===== src/rtl/dsrb_pkg.sv =====
// Package with register map, field positions, reset values and types of the serial register bank.
package dsrb_pkg;

  localparam logic [12:0] DSRB_OFS_SERIAL_CFG = 13'h0000;
  localparam logic [12:0] DSRB_OFS_POWER = 13'h0001;
  localparam logic [12:0] DSRB_OFS_FORMAT = 13'h0002;
  localparam logic [12:0] DSRB_OFS_I_FINE_GAIN = 13'h0003;
  localparam logic [12:0] DSRB_OFS_I_FS_RES = 13'h0004;
  localparam logic [12:0] DSRB_OFS_I_CM_RES = 13'h0005;
  localparam logic [12:0] DSRB_OFS_Q_FINE_GAIN = 13'h0006;
  localparam logic [12:0] DSRB_OFS_Q_FS_RES = 13'h0007;
  localparam logic [12:0] DSRB_OFS_Q_CM_RES = 13'h0008;
  localparam logic [12:0] DSRB_OFS_Q_AUX_LOW = 13'h0009;
  localparam logic [12:0] DSRB_OFS_Q_AUX_CTRL = 13'h000A;
  localparam logic [12:0] DSRB_OFS_I_AUX_LOW = 13'h000B;
  localparam logic [12:0] DSRB_OFS_I_AUX_CTRL = 13'h000C;
  localparam logic [12:0] DSRB_OFS_REF_TRIM = 13'h000D;
  localparam logic [12:0] DSRB_OFS_CAL_CTRL = 13'h000E;
  localparam logic [12:0] DSRB_OFS_CAL_STATUS = 13'h000F;
  localparam logic [12:0] DSRB_OFS_CAL_POINTER = 13'h0010;
  localparam logic [12:0] DSRB_OFS_CAL_WORD = 13'h0011;
  localparam logic [12:0] DSRB_OFS_CAL_ACCESS = 13'h0012;
  localparam logic [12:0] DSRB_OFS_UNUSED = 13'h0013;
  localparam logic [12:0] DSRB_OFS_CLOCK_MODE = 13'h0014;
  localparam logic [12:0] DSRB_OFS_REVISION = 13'h001F;
  // First address past the stored registers; the revision word is not stored.
  localparam logic [12:0] DSRB_REG_COUNT = 13'h0015;

  // Serial configuration fields.
  localparam int DSRB_BIT_LSB_FIRST = 6;
  localparam int DSRB_BIT_SOFT_RESET = 5;
  localparam int DSRB_BIT_LONG_ADDR = 4;
  // Power control fields.
  localparam int DSRB_BIT_REG_DISABLE = 7;
  localparam int DSRB_BIT_REG_STATE = 6;
  localparam int DSRB_BIT_POWER_DOWN = 5;
  localparam int DSRB_BIT_Q_OUT_OFF = 4;
  localparam int DSRB_BIT_I_OUT_OFF = 3;
  localparam int DSRB_BIT_Q_CLK_OFF = 2;
  localparam int DSRB_BIT_I_CLK_OFF = 1;
  localparam int DSRB_BIT_EXT_REF = 0;
  // Format control field.
  localparam int DSRB_BIT_TWOS = 7;
  // Instruction and data fields.
  localparam int DSRB_INSTR_SHORT_LAST = 7;
  localparam int DSRB_INSTR_LONG_LAST = 15;
  localparam int DSRB_DATA_LAST = 7;

  // Writable bits per stored register, index 20 first; status and reserved bits are zero.
  localparam logic [20:0][7:0] DSRB_WRITE_MASK = {
    8'hCF, 8'h00, 8'hDF, 8'h3F, 8'h3F, 8'h00, 8'hFF, 8'h3F, 8'hFF, 8'hFF, 8'hFF,
    8'hFF, 8'hBF, 8'hBF, 8'h3F, 8'hBF, 8'hBF, 8'h3F, 8'hBF, 8'hBF, 8'h70};
  localparam logic [20:0][7:0] DSRB_RESET_VALUE = {
    8'h00, 8'h00, 8'h00, 8'h34, 8'h00, 8'h00, 8'h00, 8'h00, 8'h00, 8'h00, 8'h00,
    8'h00, 8'h00, 8'h00, 8'h00, 8'h00, 8'h00, 8'h00, 8'h34, 8'h40, 8'h00};

  typedef enum logic [1:0] {DSRB_INSTR, DSRB_DATA, DSRB_HALT} dsrb_phase_type;

  typedef struct packed {
    logic coreRegulatorDisable;
    logic globalPowerDown;
    logic qOutputCurrentDisable;
    logic iOutputCurrentDisable;
    logic qClockGate;
    logic iClockGate;
    logic internalReferenceDisable;
  } dsrb_power_type;

  typedef struct packed {
    logic sclk;
    logic chipSelectN;
    logic sdi;
    logic portReset;
  } dsrb_pins_type;

  typedef struct packed {
    dsrb_phase_type phase;
    logic sclkPrev;
    logic [15:0] shift;
    logic [4:0] bitCnt;
    logic isRead;
    logic [1:0] bytesLeft;
    logic [12:0] addr;
    logic [7:0] rdByte;
    logic sdoBit;
    logic sdoEn;
    logic [20:0][7:0] bank;
  } dsrb_state_type;

endpackage


===== src/rtl/dsrb_register_bank.sv =====
// Three-wire serial port and control register bank of the dual converter.
`timescale 1ns/1ps
`default_nettype none
module dsrb_register_bank
  import dsrb_pkg::*;
#(
  // Arbitrary revision code.
  parameter logic [7:0] REVISION_CODE = 8'h5A
) (
  input wire logic core_clk,
  input wire logic rstn,
  input wire logic sclkPin,
  input wire logic chipSelectNPin,
  input wire logic sdioIn,
  input wire logic portResetPin,
  output logic sdioOut,
  output logic sdioOe,
  output dsrb_power_type powerCtrl,
  output logic sampleTwosComplement,
  output logic softResetActive
);

  dsrb_pins_type pinsAsync;
  dsrb_pins_type pinsSync;
  dsrb_state_type state_q;
  dsrb_state_type state_d;
  logic sclkRise;
  logic sclkFall;
  logic bit_order_select;
  logic longAddr;
  logic softReset;

  assign pinsAsync = '{sclk: sclkPin, chipSelectN: chipSelectNPin, sdi: sdioIn, portReset: portResetPin};

  dsrb_sync2 #(
    .WIDTH($bits(dsrb_pins_type))
  ) pinSync (
    .clk(core_clk),
    .rstn(rstn),
    .asyncIn(pinsAsync),
    .syncOut(pinsSync)
  );

  // The serial clock is slow enough against core_clk that edges are found by sampling.
  assign sclkRise = pinsSync.sclk & ~state_q.sclkPrev;
  assign sclkFall = ~pinsSync.sclk & state_q.sclkPrev;
  assign bit_order_select = state_q.bank[0][DSRB_BIT_LSB_FIRST];
  assign longAddr = state_q.bank[0][DSRB_BIT_LONG_ADDR];
  assign softReset = state_q.bank[0][DSRB_BIT_SOFT_RESET];

  function automatic logic [7:0] readReg(input dsrb_state_type s, input logic [12:0] a);
    logic [7:0] v;
    v = 8'h00;
    if (a < DSRB_REG_COUNT) begin
      v = s.bank[a[4:0]] & DSRB_WRITE_MASK[a[4:0]];
    end
    if (a == DSRB_OFS_POWER) begin
      v[DSRB_BIT_REG_STATE] = ~s.bank[1][DSRB_BIT_REG_DISABLE];
    end
    if (a == DSRB_OFS_REVISION) begin
      v = REVISION_CODE;
    end
    return v;
  endfunction

  always_comb begin
    logic [15:0] newShift;
    logic [15:0] instr;
    logic [7:0] dataByte;
    logic [12:0] nextAddr;
    logic [4:0] idx;
    newShift = 16'h0000;
    instr = 16'h0000;
    dataByte = 8'h00;
    nextAddr = 13'h0000;
    idx = 5'h00;
    state_d = state_q;
    state_d.sclkPrev = pinsSync.sclk;
    if (bit_order_select) begin
      newShift = {pinsSync.sdi, state_q.shift[15:1]};
    end else begin
      newShift = {state_q.shift[14:0], pinsSync.sdi};
    end
    if (pinsSync.portReset || pinsSync.chipSelectN) begin
      // A port reset or a raised select drops any partial byte unwritten.
      state_d.phase = DSRB_INSTR;
      state_d.bitCnt = 5'h00;
      state_d.sdoEn = 1'b0;
    end else if (sclkRise) begin
      state_d.shift = newShift;
      state_d.bitCnt = state_q.bitCnt + 5'h01;
      case (state_q.phase)
        DSRB_INSTR: begin
          if (state_q.bitCnt == 5'(longAddr ? DSRB_INSTR_LONG_LAST : DSRB_INSTR_SHORT_LAST)) begin
            if (longAddr) begin
              instr = newShift;
              state_d.addr = instr[12:0];
            end else begin
              instr = {bit_order_select ? newShift[15:8] : newShift[7:0], 8'h00};
              state_d.addr = {8'h00, instr[12:8]};
            end
            state_d.isRead = instr[15];
            state_d.bytesLeft = instr[14:13];
            state_d.rdByte = readReg(state_q, state_d.addr);
            state_d.phase = DSRB_DATA;
            state_d.bitCnt = 5'h00;
          end
        end
        DSRB_DATA: begin
          if (state_q.bitCnt == 5'(DSRB_DATA_LAST)) begin
            dataByte = bit_order_select ? newShift[15:8] : newShift[7:0];
            idx = state_q.addr[4:0];
            // Writes land at the last bit of each byte, not at the end of the transaction.
            if (!state_q.isRead && state_q.addr < DSRB_REG_COUNT && (!softReset || idx == 5'h00)) begin
              state_d.bank[idx] = (state_q.bank[idx] & ~DSRB_WRITE_MASK[idx])
                | (dataByte & DSRB_WRITE_MASK[idx]);
            end
            nextAddr = bit_order_select ? state_q.addr + 13'h0001 : state_q.addr - 13'h0001;
            state_d.addr = nextAddr;
            state_d.rdByte = readReg(state_d, nextAddr);
            state_d.bitCnt = 5'h00;
            state_d.bytesLeft = state_q.bytesLeft - 2'h1;
            if (state_q.bytesLeft == 2'h0 || state_d.bank[0][DSRB_BIT_SOFT_RESET]) begin
              // Setting soft reset also resets the port: the rest of the transaction is ignored.
              state_d.phase = DSRB_HALT;
            end
          end
        end
        DSRB_HALT: begin
          state_d.bitCnt = state_q.bitCnt;
        end
        default: begin
          state_d.phase = DSRB_HALT;
        end
      endcase
    end else if (sclkFall && state_q.phase == DSRB_DATA && state_q.isRead) begin
      state_d.sdoEn = 1'b1;
      state_d.sdoBit = state_q.rdByte[bit_order_select ? state_q.bitCnt[2:0] : 3'(7 - state_q.bitCnt[2:0])];
    end
    // Everything but the configuration register is pinned at default while soft reset is held.
    if (state_d.bank[0][DSRB_BIT_SOFT_RESET]) begin
      state_d.bank[20:1] = DSRB_RESET_VALUE[20:1];
    end
  end

  always_ff @(posedge core_clk or negedge rstn) begin
    if (!rstn) begin
      state_q <= '{phase: DSRB_INSTR, bank: DSRB_RESET_VALUE, default: '0};
    end else begin
      state_q <= state_d;
    end
  end

  assign sdioOut = state_q.sdoBit;
  assign sdioOe = state_q.sdoEn;
  assign softResetActive = state_q.bank[0][DSRB_BIT_SOFT_RESET];
  assign sampleTwosComplement = state_q.bank[2][DSRB_BIT_TWOS];
  assign powerCtrl.coreRegulatorDisable = state_q.bank[1][DSRB_BIT_REG_DISABLE];
  assign powerCtrl.globalPowerDown = state_q.bank[1][DSRB_BIT_POWER_DOWN];
  assign powerCtrl.qOutputCurrentDisable = state_q.bank[1][DSRB_BIT_Q_OUT_OFF];
  assign powerCtrl.iOutputCurrentDisable = state_q.bank[1][DSRB_BIT_I_OUT_OFF];
  assign powerCtrl.qClockGate = state_q.bank[1][DSRB_BIT_Q_CLK_OFF];
  assign powerCtrl.iClockGate = state_q.bank[1][DSRB_BIT_I_CLK_OFF];
  assign powerCtrl.internalReferenceDisable = state_q.bank[1][DSRB_BIT_EXT_REF];

  // A function result cannot be bit-selected directly, so the power readback gets a net of its own.
  logic [7:0] powerReadback;
  assign powerReadback = readReg(state_q, DSRB_OFS_POWER);
endmodule
`default_nettype wire


===== src/rtl/dsrb_sync2.sv =====
// Two flip-flop synchroniser for a group of asynchronous inputs.
`timescale 1ns/1ps
`default_nettype none
module dsrb_sync2 #(
  parameter int WIDTH = 1
) (
  input wire logic clk,
  input wire logic rstn,
  input wire logic [WIDTH-1:0] asyncIn,
  output logic [WIDTH-1:0] syncOut
);

  logic [WIDTH-1:0] stage1_q;

  // The first stage feeds only the second; nothing else may look at it.
  always_ff @(posedge clk or negedge rstn) begin
    if (!rstn) begin
      stage1_q <= '0;
      syncOut <= '0;
    end else begin
      stage1_q <= asyncIn;
      syncOut <= stage1_q;
    end
  end

endmodule
`default_nettype wire


===== config.mk =====
export PLATFORM = sky130hd
export DESIGN_NAME = dsrb_register_bank
export DESIGN_NICKNAME = d
export VERILOG_FILES = /design/src/rtl/dsrb_pkg.sv /design/src/rtl/dsrb_register_bank.sv /design/src/rtl/dsrb_sync2.sv
export SDC_FILE = /design/constraint.sdc
export NUM_CORES = 1
export LEC_CHECK = 0
export BUFFER_PORTS_ARGS = -buffer_cell sky130_fd_sc_hd__buf_2
export CORE_MARGIN = 2
export CORE_UTILIZATION = 45
export CTS_BUF_LIST = sky130_fd_sc_hd__clkbuf_8 sky130_fd_sc_hd__clkbuf_16
export DETAILED_ROUTE_END_ITERATION = 8
export PLACE_DENSITY_LB_ADDON = 0.3
export RECOVER_POWER = 50
export SLEW_MARGIN = 20
export SYNTH_ARGS = -nofsm -noshare
export SYNTH_HDL_FRONTEND = slang
export SYNTH_SLANG_ARGS = --single-unit
export TNS_END_PERCENT = 5

===== constraint.sdc =====
create_clock -name core_clk -period 11.5 [get_ports core_clk]
set_input_delay 1.15 -clock core_clk [delete_from_list [all_inputs] [get_ports core_clk]]
set_output_delay 1.15 -clock core_clk [all_outputs]
set_load 0.01 [all_outputs]

==> summary.md <==
| Metric | Value |
|---|---|
| TritonCTS clock tree | `built` |
| Slew Viols, Final | `190` |
| Vias in the first global route | `16300` |
| Ys async rst share | `1.00` |
| Max IR drop VDD | `between 0.1 and 0.15 mV` |
| Antenna violations before repair | `3` |
| Reg power frac | `0.431` |
| Clock sink count | `226` |
| Status | `complete, but fails checks` |
| Vias | `17200` |
| Later-pin clock latency in the skew report | `570 ps` |
| Setup TNS | `0 ps` |
| Stages on worst setup path | `12` |
| Avg WL per Cell | `32.6 um` |
| Normalized max-slew margin | `-2.61` |
| Iter 0 DRT Violations | `2898` |
| Total track usage | `0.404` |
| Worst hold-check path type | `reg2reg` |
| Root buf cell | `clkbuf_16` |
| Cell count after synthesis | `1974` |
| CP max-delay cell | `clkbuf_1` |
| CP arrival | `around 8100 ps` |
| Int Pwr | `0.00137 W` |
| Comb pwr share | `0.104` |
| GPL Wtd Cong | `1.12` |
| Num ports | `17` |
| Hold-fix buffers at CTS | `0` |
| Crit path time final | `7600 ps` |
| Syn_nets | `2011` |
| Worst-path fanout max | `62` |
| Worst-path clk slew | `60 ps` |
| FF-to-FF path depth | `12` |
| Num CTS Buffers | `26` |
| Mapped Area | `16600 um^2` |
| Worst setup EP type | `register` |
| WP data required | `11990 ps` |
| Worst hold stages | `0` |
| PortBufs | `16` |
| Dpl hpwl | `55300 um` |
| First-pass GRT wire length | `114000 um` |
| Die X | `slightly below 200 um` |
| Mapped Avg Cell Area | `between 8 and 9 um^2` |
| Vias per cell | `7.19` |
| Clk_skew | `between 20 and 30 ps` |
| Ys Warns | `0` |
| CTS H-tree depth | `1` |
| Total Routed Length | `78000 um` |
| Final setup fails | `0` |
| CP Launch Type | `register` |
| PD cells | `106 nW/um^2` |
| Hold slack final | `350 ps` |
| Post-synth cell types | `98` |
| Clk buf depth | `3` |
| Top_reg_cell synth | `dfrtp_1` |
| Switching power | `approximately 0.0005 W` |
| Fill count | `3576` |
| Worst path top cell family by delay | `buffers and inverters` |
| Die Ht | `196 um` |
| Final hold vios | `0` |
| Post-synth EDFFs | `0` |
| Worst setup margin | `3900 ps` |
| Final period util | `0.661` |
| Layout cells sized above 1 | `0.115` |
| Worst-path cell chain | `clkbuf_1 > clkinv_1 > ha_1 > xnor2_2 > buf_4 > nand2_1 > a311o_1 > o2111ai_1 > a2111oi_2 > a221oi_1 > o31a_1 > a21oi_1` |
| Post-synthesis sequential area ratio | `0.342` |
| Critical path class | `reg2reg` |
| Nets@finish | `1937` |
| Core Box Area | `approximately 36000 um^2` |
| Initial Utilization | `0.455` |
| Congestion Overflow GR | `0` |
| Post-route ant nets | `0` |
| RSZ-0062 raised after global routing | `no` |
| Sum of buffers and inverters on the critical path | `3` |
| Leakage | `6.75 nW` |
| Detailed Routing Iterations Pass 1 | `7` |
| Violated checks | `capacitance limit, slew limit` |
| #FFs+latches synth | `about 230` |
| Post_cts resized | `0` |
| Largest net degree at the start of global routing | `93` |
| Place WS | `6020 ps` |
| Row count | `70` |
| Max Cap Violations | `3` |
| Fmax | `between 100 and 150 MHz` |
| Area grow syn2layout | `7.28%` |
| Worst slew pin tran | `5420 ps` |
| Die area | `38400 um^2` |
| Postcts setup bufs | `0` |
| Clock share of power | `0.464` |
| DRC viols | `0` |
| Crit-path max cell delay | `2010 ps` |
| Sw Share | `0.273` |
## path summary, 6_finish.rpt
| check | startpoint | end | slack (ps) |
|---|---|---|---|
| max | bit_order_select | state_q[173] | 3900 |
| min | pinSync.stage1_q[1] | pinSync.syncOut[1] | 350 |
| max reg2reg | bit_order_select | state_q[173] | 3900 |
| min reg2reg | pinSync.stage1_q[1] | pinSync.syncOut[1] | 350 |
| max in group asynchronous | rstn | bit_order_select | 5550 |
| min in group asynchronous | rstn | state_q[184] | 2560 |
## sequential cells by signal, indices dropped and copies added (netlist names)
register              flops
sdioOe                    1
pinSync.syncOut           4
sampleTwosComplement      1
bit_order_select          1
sdioOut                   1
softResetActive           1
pinSync.stage1_q          4
state_q                 205
longAddr                  1
powerCtrl                 7
## kinds of logic after synthesis
| logic type | synth area share |
|---|---|
| AND/OR/NAND/NOR | 0.208 |
| multiplexers | 0.109 |
| XOR/XNOR | 0.0106 |
| AO/OA/AOI/OAI | 0.253 |
| buffers and inverters | 0.0535 |
| adder cells (fa/ha/maj) | 0.0239 |
| flip-flops | 0.342 |
## layout make-up
cell class / instances / area (um^2) / area share
well taps: 468 / 586 / 0.0329
diodes: 2 / 5.00 / 0.000282
clock inverters: 18 / 208 / 0.0117
flip-flops and latches: 226 / 5670 / 0.319
multi-input cells: 1551 / 10100 / 0.566
clock buffers: 29 / 692 / 0.0389
repair buffers: 64 / 435 / 0.0245
inverters: 31 / 116 / 0.00655
## cells in the mapped netlist (all sizes together), types with 19 or more instances
master | number | share of area
nor2 | 138 | 0.031
mux4 | 50 | 0.068
o211ai | 24 | 0.011
nand2 | 311 | 0.071
buf | 66 | 0.024
clkbuf | 100 | 0.023
o21ai | 269 | 0.083
a211oi | 22 | 0.011
a31oi | 29 | 0.011
ha | 30 | 0.023
inv | 29 | 0.0066
nor2b | 19 | 0.0072
dfrtp | 219 | 0.33
a21oi | 121 | 0.037
mux2i | 57 | 0.034
o221ai | 20 | 0.011
nor3 | 42 | 0.013
or3 | 20 | 0.0076
nand3 | 75 | 0.025
## metal layers
layer | wire [um] | share of wire | global-route usage
met4 | 4980 | 0.064 | 0.206
met5 | 12 | 0.00015 | 0
met3 | 9730 | 0.12 | 0.102
met1 | 30300 | 0.39 | 0.550
met2 | 33000 | 0.42 | 0.597
## power groups by stage
stage               clock, W  sequential [W]  combinational, W
global placement           0        0.000826          0.000186
detailed placement         0        0.000827          0.000186
floorplan                  0        0.000823          0.000103
finish              0.000875        0.000813          0.000197
CTS                 0.000887        0.000812          0.000186
global route        0.000916        0.000813          0.000202
## cell usage in the layout (no fill, tap or decap), types with 11 or more instances in the layout
cell type,instances
a211oi_1,20
a21o_1,11
a21oi_1,121
a221oi_1,12
a311o_1,11
a31oi_1,28
and3_1,17
buf_2,12
buf_4,46
clkbuf_16,26
dfrtp_1,217
ha_1,30
inv_1,32
mux2i_1,57
mux4_2,50
nand2_1,310
nand2b_1,13
nand3_1,70
nor2_1,138
nor2b_1,19
nor3_1,37
o2111ai_1,14
o211ai_1,24
o21a_1,13
o21ai_0,251
o21ai_1,12
o221ai_1,18
o22ai_1,18
o31ai_1,11
or3_1,20
xnor2_1,11
## metrics by stage
step                      area (um^2)  utilization  cells  total power [W]
after global routing            17800        0.488   2387          0.00193
after detailed placement        16900        0.463   2340          0.00101
after global placement          16900        0.463   2339          0.00101
after CTS                       17800        0.488   2387          0.00189
after floorplan                 16600            -   1974         0.000926
final                           17800        0.488   2389          0.00188
Note: power is estimated with default switching activity, not from simulation.
